**src/sotp_pkg.sv**
```systemverilog
// Constants, opcodes and carrier types of the secured OTP command block.
// Behaviour
// - Opcode b1 enters OTP mode; later accesses target the 4 Kbit OTP area.
// - Opcode c1 leaves OTP mode; later accesses target the main array again.
// - In OTP mode ordinary read and program commands act on the OTP area.
// - In OTP mode status writes and security register writes are refused.
// - Once the OTP area is locked, programs to it are ignored.
// - No program or erase reaches the main array while OTP mode is on.
// - Opcode 2b returns the security register at any time, repeatedly.
// - Security bit 0 reports the non-volatile factory lock of the OTP area.
// - Security bit 1 is a set-only customer lock freezing itself and OTP.
// - Opcode 2f runs without any prior write enable.
// - A 2f not ended exactly on a byte boundary is rejected unchanged.
// - OTP decodes 000000-0001ff; the first 128 bits hold the serial number.
// - Parameter bytes 84 and 85 read da and 06; power-up unprotected.
package sotp_pkg;

    localparam logic [7:0] OP_OTP_ENTER = 8'hb1;
    localparam logic [7:0] OP_OTP_LEAVE = 8'hc1;
    localparam logic [7:0] OP_SEC_READ  = 8'h2b;
    localparam logic [7:0] OP_SEC_WRITE = 8'h2f;
    localparam logic [7:0] OP_WRSR1     = 8'h01;
    localparam logic [7:0] OP_WRSR2     = 8'h31;
    localparam logic [7:0] OP_READ      = 8'h03;
    localparam logic [7:0] OP_PROG      = 8'h02;
    localparam logic [7:0] OP_ERASE     = 8'h20;
    localparam logic [7:0] OP_PARAM     = 8'h5a;

    localparam logic [23:0] OTP_ADDR_LAST    = 24'h0001ff;
    localparam logic [23:0] SERIAL_ADDR_LAST = 24'h00000f;
    localparam logic [23:0] PARAM_PROT_ADDR0 = 24'h000084;
    localparam logic [23:0] PARAM_PROT_ADDR1 = 24'h000085;
    localparam logic [7:0]  PARAM_PROT_BYTE0 = 8'hda;
    localparam logic [7:0]  PARAM_PROT_BYTE1 = 8'h06;
    localparam logic [7:0]  BLANK_BYTE       = 8'hff;

    localparam int          SEC_FACTORY_BIT = 0;
    localparam int          SEC_CUST_BIT    = 1;
    localparam logic [5:0]  SEC_RSVD_VALUE  = 6'h00;
    localparam logic [2:0]  BIT_LAST        = 3'h7;
    localparam logic [1:0]  ADDR_LAST_IDX   = 2'h2;

    typedef enum logic [1:0] {
        ST_CMD   = 2'b00,
        ST_ADDR  = 2'b01,
        ST_DUMMY = 2'b11,
        ST_DATA  = 2'b10
    } sotp_state_type;

    typedef enum logic [2:0] {
        REQ_READ  = 3'h0,
        REQ_PROG  = 3'h1,
        REQ_ERASE = 3'h2,
        REQ_WRSR1 = 3'h3,
        REQ_WRSR2 = 3'h4
    } sotp_kind_type;

    typedef struct packed {
        sotp_kind_type kind;
        logic          otp_sel;
        logic          serial_number_field;
        logic [23:0]   addr;
        logic [7:0]    data;
    } sotp_req_type;

    typedef struct packed {
        sotp_state_type state;
        logic [7:0]     op;
        logic [2:0]     bitcnt;
        logic [1:0]     acnt;
        logic           got;
        logic [7:0]     shin;
        logic [7:0]     shout;
        logic [7:0]     txnext;
        logic [23:0]    addr;
        logic           otp_mode;
        logic           rd_pend;
        logic           miso;
        logic           oe;
    } sotp_ctx_type;

endpackage : sotp_pkg

```
**src/sotp_access.sv**
```systemverilog
// Serial command decoder for the secured OTP area and security register.
`timescale 1ns/100ps
module sotp_access (
    // Clock and reset.
    input  wire logic                 core_clk,
    input  wire logic                 arst_n,
    // Serial pins.
    input  wire logic                 spi_cs_n,
    input  wire logic                 spi_sck,
    input  wire logic                 spi_mosi,
    output logic                      spi_miso,
    output logic                      spi_miso_oe,
    // Non-volatile security cells.
    input  wire logic                 nv_factory_lock,
    input  wire logic                 otp_customer_lock_flag,
    output logic                      cust_lock_set,
    // Memory engine.
    output logic                      mem_req_valid,
    output sotp_pkg::sotp_req_type    mem_req,
    input  wire logic [7:0]           mem_rdata,
    // Status.
    output logic                      otp_mode,
    output logic                      cmd_refused
);

    logic [2:0]             sck_sy_q, cs_sy_q, mosi_sy_q;
    logic                   sck_s_q, cs_s_q, mosi_s_q;
    logic                   sck_s_d, cs_s_d, mosi_s_d;
    logic                   sck_rise, sck_fall, cs_rise;
    sotp_pkg::sotp_ctx_type ctx_q, ctx_d;
    sotp_pkg::sotp_req_type req_q, req_d;
    logic                   req_v_q, req_v_d;
    logic                   set_q, set_d;
    logic                   ref_q, ref_d;
    logic [7:0]             sec_value;
    logic [7:0]             rx_byte;
    logic                   rd_go;
    logic [23:0]            rd_addr;

    function automatic logic [7:0] param_byte(input logic [23:0] a);
        if (a == sotp_pkg::PARAM_PROT_ADDR0)
            return sotp_pkg::PARAM_PROT_BYTE0;
        else if (a == sotp_pkg::PARAM_PROT_ADDR1)
            return sotp_pkg::PARAM_PROT_BYTE1;
        return sotp_pkg::BLANK_BYTE;
    endfunction : param_byte

    function automatic sotp_pkg::sotp_req_type mk_req(
        input sotp_pkg::sotp_kind_type k,
        input logic                    otp,
        input logic [23:0]             a,
        input logic [7:0]              d);
        sotp_pkg::sotp_req_type r;
        r.kind                = k;
        r.otp_sel             = otp;
        r.serial_number_field = otp & (a <= sotp_pkg::SERIAL_ADDR_LAST);
        r.addr                = a;
        r.data                = d;
        return r;
    endfunction : mk_req

    // Bits 0 and 1 mirror the non-volatile cells; the rest read as zero.
    always_comb begin
        sec_value = {sotp_pkg::SEC_RSVD_VALUE, 2'b00};
        sec_value[sotp_pkg::SEC_FACTORY_BIT] = nv_factory_lock;
        sec_value[sotp_pkg::SEC_CUST_BIT]    = otp_customer_lock_flag;
    end

    // A pin level is accepted once the second and third stages agree.
    always_comb begin
        sck_s_d  = (sck_sy_q[1] == sck_sy_q[2]) ? sck_sy_q[2] : sck_s_q;
        cs_s_d   = (cs_sy_q[1] == cs_sy_q[2]) ? cs_sy_q[2] : cs_s_q;
        mosi_s_d = (mosi_sy_q[1] == mosi_sy_q[2]) ? mosi_sy_q[2] : mosi_s_q;
        sck_rise = sck_s_d & ~sck_s_q;
        sck_fall = ~sck_s_d & sck_s_q;
        cs_rise  = cs_s_d & ~cs_s_q;
    end

    always_ff @(posedge core_clk or negedge arst_n) begin
        if (!arst_n) begin
            sck_sy_q  <= 3'h0;
            cs_sy_q   <= 3'h7;
            mosi_sy_q <= 3'h0;
            sck_s_q   <= 1'b0;
            cs_s_q    <= 1'b1;
            mosi_s_q  <= 1'b0;
        end else begin
            sck_sy_q  <= {sck_sy_q[1:0], spi_sck};
            cs_sy_q   <= {cs_sy_q[1:0], spi_cs_n};
            mosi_sy_q <= {mosi_sy_q[1:0], spi_mosi};
            sck_s_q   <= sck_s_d;
            cs_s_q    <= cs_s_d;
            mosi_s_q  <= mosi_s_d;
        end
    end

    always_comb begin
        ctx_d   = ctx_q;
        req_d   = req_q;
        req_v_d = 1'b0;
        set_d   = 1'b0;
        ref_d   = 1'b0;
        rd_go   = 1'b0;
        rd_addr = ctx_q.addr;
        rx_byte = {ctx_q.shin[6:0], mosi_s_d};
        if (ctx_q.rd_pend) begin
            ctx_d.txnext  = mem_rdata;
            ctx_d.rd_pend = 1'b0;
        end
        if (cs_rise && ctx_q.state == sotp_pkg::ST_DATA) begin
            if (ctx_q.bitcnt == 3'h0 && ctx_q.got) begin
                case (ctx_q.op)
                    sotp_pkg::OP_SEC_WRITE: begin
                        if (ctx_q.otp_mode || otp_customer_lock_flag)
                            ref_d = 1'b1;
                        else
                            set_d = ctx_q.shin[sotp_pkg::SEC_CUST_BIT];
                    end
                    sotp_pkg::OP_WRSR1, sotp_pkg::OP_WRSR2: begin
                        if (ctx_q.otp_mode) begin
                            ref_d = 1'b1;
                        end else begin
                            req_v_d = 1'b1;
                            req_d   = mk_req((ctx_q.op == sotp_pkg::OP_WRSR1)
                                          ? sotp_pkg::REQ_WRSR1
                                          : sotp_pkg::REQ_WRSR2,
                                          1'b0, ctx_q.addr, ctx_q.shin);
                        end
                    end
                    sotp_pkg::OP_ERASE: begin
                        if (ctx_q.otp_mode) begin
                            ref_d = 1'b1;
                        end else begin
                            req_v_d = 1'b1;
                            req_d   = mk_req(sotp_pkg::REQ_ERASE, 1'b0,
                                             ctx_q.addr, 8'h00);
                        end
                    end
                    default: ;
                endcase
            end else if (ctx_q.op == sotp_pkg::OP_SEC_WRITE
                      || ctx_q.op == sotp_pkg::OP_WRSR1
                      || ctx_q.op == sotp_pkg::OP_WRSR2
                      || ctx_q.op == sotp_pkg::OP_ERASE) begin
                ref_d = 1'b1;
            end
        end
        if (cs_s_q) begin
            ctx_d.state  = sotp_pkg::ST_CMD;
            ctx_d.bitcnt = 3'h0;
            ctx_d.acnt   = 2'h0;
            ctx_d.got    = 1'b0;
            ctx_d.oe     = 1'b0;
        end else if (sck_rise) begin
            ctx_d.shin   = rx_byte;
            ctx_d.bitcnt = ctx_q.bitcnt + 3'h1;
            if (ctx_q.bitcnt == sotp_pkg::BIT_LAST) begin
                case (ctx_q.state)
                    sotp_pkg::ST_CMD: begin
                        ctx_d.op = rx_byte;
                        case (rx_byte)
                            sotp_pkg::OP_OTP_ENTER: ctx_d.otp_mode = 1'b1;
                            sotp_pkg::OP_OTP_LEAVE: ctx_d.otp_mode = 1'b0;
                            sotp_pkg::OP_SEC_READ: begin
                                ctx_d.state  = sotp_pkg::ST_DATA;
                                ctx_d.txnext = sec_value;
                                ctx_d.oe     = 1'b1;
                            end
                            sotp_pkg::OP_SEC_WRITE, sotp_pkg::OP_WRSR1,
                            sotp_pkg::OP_WRSR2:
                                ctx_d.state = sotp_pkg::ST_DATA;
                            sotp_pkg::OP_READ, sotp_pkg::OP_PROG,
                            sotp_pkg::OP_ERASE, sotp_pkg::OP_PARAM:
                                ctx_d.state = sotp_pkg::ST_ADDR;
                            default: ;
                        endcase
                    end
                    sotp_pkg::ST_ADDR: begin
                        ctx_d.addr = {ctx_q.addr[15:0], rx_byte};
                        ctx_d.acnt = ctx_q.acnt + 2'h1;
                        if (ctx_q.acnt == sotp_pkg::ADDR_LAST_IDX) begin
                            if (ctx_q.op == sotp_pkg::OP_PARAM) begin
                                ctx_d.state = sotp_pkg::ST_DUMMY;
                            end else begin
                                ctx_d.state = sotp_pkg::ST_DATA;
                                ctx_d.got = (ctx_q.op == sotp_pkg::OP_ERASE);
                                if (ctx_q.op == sotp_pkg::OP_READ) begin
                                    ctx_d.oe = 1'b1;
                                    rd_go    = 1'b1;
                                    rd_addr  = ctx_d.addr;
                                end
                            end
                        end
                    end
                    sotp_pkg::ST_DUMMY: begin
                        ctx_d.state  = sotp_pkg::ST_DATA;
                        ctx_d.oe     = 1'b1;
                        ctx_d.txnext = param_byte(ctx_q.addr);
                    end
                    sotp_pkg::ST_DATA: begin
                        ctx_d.got  = 1'b1;
                        ctx_d.addr = ctx_q.addr + 24'h000001;
                        case (ctx_q.op)
                            sotp_pkg::OP_PROG: begin
                                if (ctx_q.otp_mode
                                    && (nv_factory_lock
                                        || otp_customer_lock_flag
                                        || ctx_q.addr
                                           > sotp_pkg::OTP_ADDR_LAST)) begin
                                    ref_d = 1'b1;
                                end else begin
                                    req_v_d = 1'b1;
                                    req_d   = mk_req(sotp_pkg::REQ_PROG,
                                                     ctx_q.otp_mode,
                                                     ctx_q.addr, rx_byte);
                                end
                            end
                            sotp_pkg::OP_READ: begin
                                rd_go   = 1'b1;
                                rd_addr = ctx_d.addr;
                            end
                            sotp_pkg::OP_PARAM:
                                ctx_d.txnext = param_byte(ctx_d.addr);
                            sotp_pkg::OP_SEC_READ:
                                ctx_d.txnext = sec_value;
                            default: ;
                        endcase
                    end
                    default: ctx_d.state = sotp_pkg::ST_CMD;
                endcase
            end
        end else if (sck_fall && ctx_q.oe) begin
            ctx_d.shout = (ctx_q.bitcnt == 3'h0) ? ctx_q.txnext
                                                 : {ctx_q.shout[6:0], 1'b0};
            ctx_d.miso  = ctx_d.shout[7];
        end
        if (rd_go) begin
            if (ctx_q.otp_mode && rd_addr > sotp_pkg::OTP_ADDR_LAST) begin
                ctx_d.txnext = sotp_pkg::BLANK_BYTE;
            end else begin
                req_v_d       = 1'b1;
                req_d         = mk_req(sotp_pkg::REQ_READ, ctx_q.otp_mode,
                                       rd_addr, 8'h00);
                ctx_d.rd_pend = 1'b1;
            end
        end
    end

    always_ff @(posedge core_clk or negedge arst_n) begin
        if (!arst_n) begin
            ctx_q   <= '0;
            req_q   <= '0;
            req_v_q <= 1'b0;
            set_q   <= 1'b0;
            ref_q   <= 1'b0;
        end else begin
            ctx_q   <= ctx_d;
            req_q   <= req_d;
            req_v_q <= req_v_d;
            set_q   <= set_d;
            ref_q   <= ref_d;
        end
    end

    assign spi_miso      = ctx_q.miso;
    assign spi_miso_oe   = ctx_q.oe & ~cs_s_q;
    assign mem_req_valid = req_v_q;
    assign mem_req       = req_q;
    assign cust_lock_set = set_q;
    assign cmd_refused   = ref_q;
    assign otp_mode      = ctx_q.otp_mode;

endmodule : sotp_access

```
**config.mk**
```make
export PLATFORM = sky130hd
export DESIGN_NAME = sotp_access
export DESIGN_NICKNAME = d
export VERILOG_FILES = /design/src/sotp_pkg.sv /design/src/sotp_access.sv
export SDC_FILE = /design/constraint.sdc
export NUM_CORES = 1
export LEC_CHECK = 0
export ABC_AREA = 1
export BUFFER_PORTS_ARGS = -buffer_cell sky130_fd_sc_hd__buf_2
export CORE_UTILIZATION = 40
export DETAILED_ROUTE_END_ITERATION = 16
export PLACE_DENSITY = 0.54
export SYNTH_ARGS = -nofsm -noshare
export SYNTH_HDL_FRONTEND = slang
export SYNTH_SLANG_ARGS = --single-unit
```
**constraint.sdc**
```tcl
create_clock -name core_clk -period 2.75 [get_ports core_clk]
set_input_delay 0.55 -clock core_clk [delete_from_list [all_inputs] [get_ports core_clk]]
set_output_delay 0.55 -clock core_clk [all_outputs]
set_load 0.02 [all_outputs]
```
==> impl_results.md, run 1 <==
- CTS sink count: approximately 120
- CTS H-tree lvls: 4
- Total gr overflow: 0
- Clock buffer depth: 2
- Leak: ~4.7 nW
- # diodes: 0
- Total power: about 4.7 mW
- Iteration-0 DRC Markers: between 500 and 600
- Area growth from synthesis to layout: 23.9%
- Synth Register Bits: around 120
- Syn Nets: between 1000 and 1500
- Root buffer cell: clkbuf_16
- CP cell instances: inv_1 -> nor3_2 -> inv_2 -> nor2_4 -> nand2_2 -> buf_4 -> nor2_4 -> buf_12 -> nor2_1 -> a21oi_1 -> nand3_2 -> nor2_4 -> nand3_4 -> nand2_4 -> buf_12 -> nand2_1 -> nand2_1
- Antenna violations before repair: 0
- Router iterations before antenna repair: 5
- Commonest non-fill, non-tap cell in the layout: nand2_1
- Antenna-violating nets left: 0
- Die area: ~0.020 sq mm
- Max Freq: about 380 MHz
- Share of cells above drive strength 1: 17.9%
- Core Box Area: 0.0194 sq mm
- CP dominant cell by count: nor2_4
- Synth top area cells: dfrtp_1, nand2_1, o21ai_0
- Total GRT Usage: approximately 28%
- Tmin final: about 2.6 ns
- CP max stage delay: 0.37 ns
- EDFF count, synth: 0
- RSZ-0062 raised after global routing: true
- First-pass GRT wire length: 42.7 mm
- Vias in the first global route: slightly below 8000
- Vias: approximately 8300
- FF-to-FF setup slack: 0.12 ns
- DRC violations left: 0
- Fin. Hold Viols: 0
- Placer congestion estimate: between 0.9 and 1
- Slowest-stage cell, CP: dfrtp_1
- Synth top area share: between 30% and 40%
- Slew HR: between 50% and 60%
- Worst hold slack: just over 0.04 ns
- Worst Hold Class: input pin to asynchronous set/reset pin
- Asr flop ratio synth: 100%
- Outcome: completed
- Slew Limit Fails: 0
- FF-to-FF Start: sck_sy_q[1]
- Syn. warnings: 0
- Die Ht: roughly 140 um
- Top cell type by total area after synthesis: dfrtp_1
- Initial Util: roughly 40%
- Crit. End Element: register
- Worst path required time: 3.11 ns
- Mapped Area: approximately 0.0079 sq mm
- Syn Area/Cell: 6.74 sq um
- Synth Flop Type: dfrtp_1
- Final setup vio count: 0
- Post-DP HPWL: 19.1 mm
- CP Class: register to register
- VDD IR max: around 0.53 mV
- Synth Instances: roughly 1200
- Clk_lat worst skew: between 0.4 and 0.5 ns
- Worst clock skew: about 0.0086 ns
- Worst Setup Start Kind: register
- TritonCTS clock tree: built
- WP data arrival: 2.99 ns
- DR WL/cell: roughly 17 um
- Row Count: 51
- Post-Route WL: 26.9 mm
- TritonCTS Buffers: 17
- Pin count of the biggest net entering global routing: 56
- Worst Path Max Fanout: 28
- Worst-path clk slew: 0.06 ns
- Pwr/cell area: ~480 mW/mm^2
- Most frequent cells in the layout: nand2_1, o21ai_0, dfrtp_1
- Layout Nets: around 1300
- Worst reg2reg endpoint: mem_req[27]
- PortBufs: 57
- Die Wd: 142 um
- Sequential-to-total area share from yosys stat: a little under two fifths
- Fin crit share: 95.6%
- Via/cell ratio: between 5 and 6
- Max Cap Violations: 0
- Worst r2r path cells: 17
- Worst slew pin tran: roughly 0.73 ns
- Synth unique cells: 45
- Ports: 58
state kept, by name, summed over array words and instances, names as in the netlist, 3 cells and up:
name and count:
mosi_sy_q 3, mem_req 37, cs_sy_q 3, sck_sy_q 3, ctx_q 65
through the flow:
stage / setup TNS [ns] / instance area (sq um) / utilization [%] / setup slack, ns / std cells
2_1_floorplan: 0 / 7890 / - / 0.397 / 1171
3_3_place_gp: -0.335 / 8970 / 46.2 / -0.0485 / 1524
3_5_place_dp: -0.0676 / 8970 / 46.2 / -0.0202 / 1524
4_1_cts: 0 / 9570 / 49.3 / 0.00442 / 1557
5_1_grt: -2.60 / 9770 / 50.4 / -0.101 / 1569
6_report: 0 / 9770 / 50.4 / 0.120 / 1569
layout make-up:
cell class                      instances  area, sq um
Clock buffer                           18          429
Clock inverter                         14          149
Fill cell                            2051         9620
Inverter                              107          409
Multi-Input combinational cell        897         4380
Sequential cell                       119         2980
Tap cell                              265          332
Timing Repair Buffer                  149         1090
layer usage:
layer / track usage (%) / part of all wire (%)
met5: 0 / 0
met4: 8.49 / 2.0
met3: 4.44 / 5.9
met2: 43.3 / 46
met1: 38.8 / 46
worst max-delay path by stage:
stage	endpoint	cells after the start	start	slack, ns
6_report	mem_req[27]	17	sck_sy_q[1]	0.12
5_1_grt	mem_req[15]	20	ctx_q[5]	-0.10
4_1_cts	ctx_q[31]	17	sck_sy_q[1]	0.004
3_5_place_dp	mem_req[31]	15	sck_s_q	-0.02
3_3_place_gp	ctx_q[33]	19	ctx_q[5]	-0.05
2_1_floorplan	mem_req[23]	15	ctx_q[66]	0.40
Yosys cell counts (2+ instances only):
| library cell | number |
|---|---|
| nor4_1 | 5 |
| clkinv_1 | 2 |
| nor2_2 | 4 |
| or2_2 | 3 |
| o22ai_1 | 13 |
| inv_2 | 4 |
| dfrtp_1 | 115 |
| buf_2 | 17 |
| a31oi_1 | 8 |
| o211ai_1 | 13 |
| o21a_1 | 2 |
| nand2_1 | 380 |
| nand3_1 | 76 |
| inv_1 | 101 |
| a21oi_1 | 59 |
| dfstp_2 | 4 |
| a21o_1 | 2 |
| clkbuf_1 | 27 |
| o21bai_1 | 5 |
| o21ai_1 | 11 |
| nand2_2 | 2 |
| xor2_1 | 8 |
| o21ai_0 | 123 |
| nor3_1 | 10 |
| nand4_1 | 18 |
| mux2i_1 | 6 |
| ha_1 | 13 |
| buf_6 | 5 |
| nor2_4 | 6 |
| o31ai_1 | 4 |
| a32oi_1 | 2 |
| nor2_1 | 110 |
critical path: cells and delay by family (launching register included):
family | cells | cell delay [ns]
AOI/OAI and AO/OA | 1 | 0.21
buffers and inverters | 5 | 0.66
DFF | 1 | 0.37
and+or+nand+nor | 11 | 1.27
cells by family (layout without fill, tap and decap cells):
kind of cell / count (synthesis) / after routing / synth area share [%]
simple gates: 619 / 621 / 32.9
compound gates: 248 / 248 / 17.3
buf+inv: 157 / 288 / 8.21
flops: 119 / 119 / 37.8
fa+ha+maj: 14 / 14 / 2.19
xor+xnor: 8 / 8 / 0.888
mux: 6 / 6 / 0.761
what timing repair did:
item | 4_1_cts | 5_1_grt
gates cloned | 1 | 2
pin swaps | 1 | 11
endpoints found under the setup margin | 10 | 47
gates resized for setup | 3 | 34
hold buffers | 0 | 0
endpoints found under the hold margin | 0 | 0
buffers inserted | 0 | 10
where the power goes:
part / leakage (nW) / internal [mW] / switching [mW] / total (mW)
Clock: 0.273 / 1.34 / 0.896 / 2.23
Sequential: 1.39 / 1.87 / 0.0984 / 1.97
Combinational: 3.01 / 0.163 / 0.316 / 0.479
(Power assumes the default switching activity.)
==> inputs of run 2 (changes only) <==
Settings changed: PLACE_DENSITY 0.54 to 0.56.
Clock period 2.75 ns to 2.1 ns, I/O delays scaled along.
==> run 2 against run 1 <==
The flow now finishes with violations (setup timing). Clock power rose by 32%. Global-route usage rose by 0.66 points. First-iteration DRC count shrank 7.9%. Cell area grew 16%. Sequential cell count is the same. Hold slack better by 0.046 ns. Via count is 6.9% higher. Die area did not move. Cell count up 11%. Combinational power increased by 52%. Sequential share of layout area shrank 4.3 points. Largest power group unchanged.
==> impl_results.md, run 2 (synthesis results as in run 1) <==
- Final setup vio count: 47
- CTS sink count: 119
- TritonCTS clock tree: built
- DRC violations left: 0
- Most frequent cells in the layout: nand2_1, buf_4, o21ai_0
- Core Box Area: 0.0194 sq mm
- Final Util: 58.5%
- Worst Setup Start Kind: register
- Slew Limit Fails: 0
- Worst path required time: approximately 2.4 ns
- Max Freq: ~380 MHz
- Worst Hold Class: input pin to register
- VDD IR max: 0.514 mV
- Max Cap Violations: 0
- Placer congestion estimate: approximately 0.90
- Ports: 58
- Via/cell ratio: just over 5
- Row Count: 51
- Outcome: finished, violations left
- Iteration-0 DRC Markers: around 540
- Total GRT Usage: 28.3%
- First-pass GRT wire length: approximately 44 mm
- Register with the highest flop count: ctx_q
- Post-Route WL: about 28 mm
- Share of cells above drive strength 1: a little under a third
- Slew HR: between 60% and 70%
- Fin. Hold Viols: 0
- Layout Nets: between 1000 and 1500
- Clock buffer depth: 2
- Setup ws final: -0.551 ns
- Register share of total power: about two fifths
- WHS Path Cells: 1
- Router iterations before antenna repair: 5
- Worst-path clk slew: about 0.060 ns
- Sw Share: 27.8%
- Vias: a little under 9000
- Clock share of power: 47.4%
- Psw: 1.73 mW
- Total power: a little over 6 mW
- Tmin final: approximately 2.7 ns
- Pin count of the biggest net entering global routing: 48
- Post-DP HPWL: a little over 20 mm
- TritonCTS Buffers: 17
- Leak: ~5.6 nW
- Crit. End Element: register
- Area growth from synthesis to layout: 43.9%
- DR WL/cell: 16.3 um
- Max reg flops: 65
- Die Wd: roughly 140 um
- Violated checks: setup timing
- Vias in the first global route: 8482
- CP Class: register to register
- Die area: between 0.02 and 0.025 sq mm
- Internal power: roughly 4.5 mW
- Die Ht: around 140 um
- Clk_lat worst skew: approximately 0.43 ns
- Pwr/cell area: between 500 and 600 mW/mm^2
- Worst clock skew: between 0.01 and 0.015 ns
- Worst Path Max Fanout: 8
- Fin crit share: 126%
- PortBufs: 57
- CTS H-tree lvls: 4
- Worst r2r path cells: 19
- # diodes: 0
- Commonest non-fill, non-tap cell in the layout: nand2_1
- Root buffer cell: clkbuf_16
- Antenna violations before repair: 0
- WP data arrival: just under 3 ns
- Combinational share of power: 11.7%
- RSZ-0062 raised after global routing: true
- Total gr overflow: 0
- Worst slew pin tran: 0.502 ns
- Antenna-violating nets left: 0
- Initial Util: approximately two fifths
[run 2: critical path, cell delays in order, from the launching register on]
cell and delay (ns):
dfrtp_1 0.40, ha_2 0.22, nand2_2 0.07, nor2_4 0.17, nand2_2 0.11, nor2_4 0.17
nand2_1 0.09, nand2_2 0.09, nand3_2 0.07, nand2_1 0.06, nand2_1 0.05, nand2_1 0.06
nand2_2 0.06, nor2_2 0.12, nand2_2 0.09, nor2_4 0.18, nand3_4 0.15, nand2_8 0.15
clkbuf_16 0.19, nor2_1 0.04
[run 2: per-layer routing]
metal,vias up,part of all wire (%),track usage (%)
met5,-,0,0
met4,0,3.1,10.2
met3,50,4.7,5.38
met2,249,47,47.1
met1,4175,45,36.3
li1,4438,-,-
[run 2: per-stage QoR]
step                hold slack, ns  setup TNS [ns]  std cells  cell area (sq um)  setup slack (ns)
detailed placement           0.337          -20.21       1684              10300            -0.529
global placement             0.332          -20.12       1684              10300            -0.499
global route                0.0738          -31.82       1736              11400            -0.715
CTS                         0.0737          -17.00       1724              11000            -0.406
floorplan                    0.124           -7.64       1171               7950            -0.220
finish                      0.0865          -23.48       1736              11400            -0.551
[run 2: area by class of cell]
| cell class | instances | area (sq um) |
|---|---|---|
| fill | 1912 | 8040 |
| multi-input combinational | 895 | 4550 |
| sequential | 119 | 2980 |
| timing repair buffer | 318 | 2500 |
| clock buffer | 18 | 439 |
| inverter | 107 | 405 |
| tap | 265 | 332 |
| clock inverter | 14 | 150 |
[run 2: what timing repair did]
action | 4_1_cts | 5_1_grt
buffers inserted | 7 | 7
endpoints found under the setup margin | 47 | 51
cloned | 0 | 5
pin swaps | 11 | 21
hold endpoints to repair | 26 | 0
gates resized for setup | 23 | 49
hold buffers | 1 | 0
[run 2: worst paths after layout]
kind	from	end	slack, ns
max in group asynchronous	arst_n	cs_sy_q[0]	0.99
min	spi_cs_n	cs_sy_q[0]	0.09
min in group asynchronous	arst_n	ctx_q[40]	0.46
min reg2reg	sck_sy_q[0]	sck_sy_q[1]	0.35
max reg2reg	ctx_q[5]	mem_req[6]	-0.55
max	ctx_q[5]	mem_req[6]	-0.55
[run 2: power groups by stage]
stage,Sequential (mW),Combinational (mW),Clock [mW]
finish,2.55,0.730,2.95
global route,2.56,0.814,3.09
CTS,2.55,0.720,3.00
detailed placement,2.59,0.717,0
global placement,2.58,0.706,0
floorplan,2.57,0.379,0
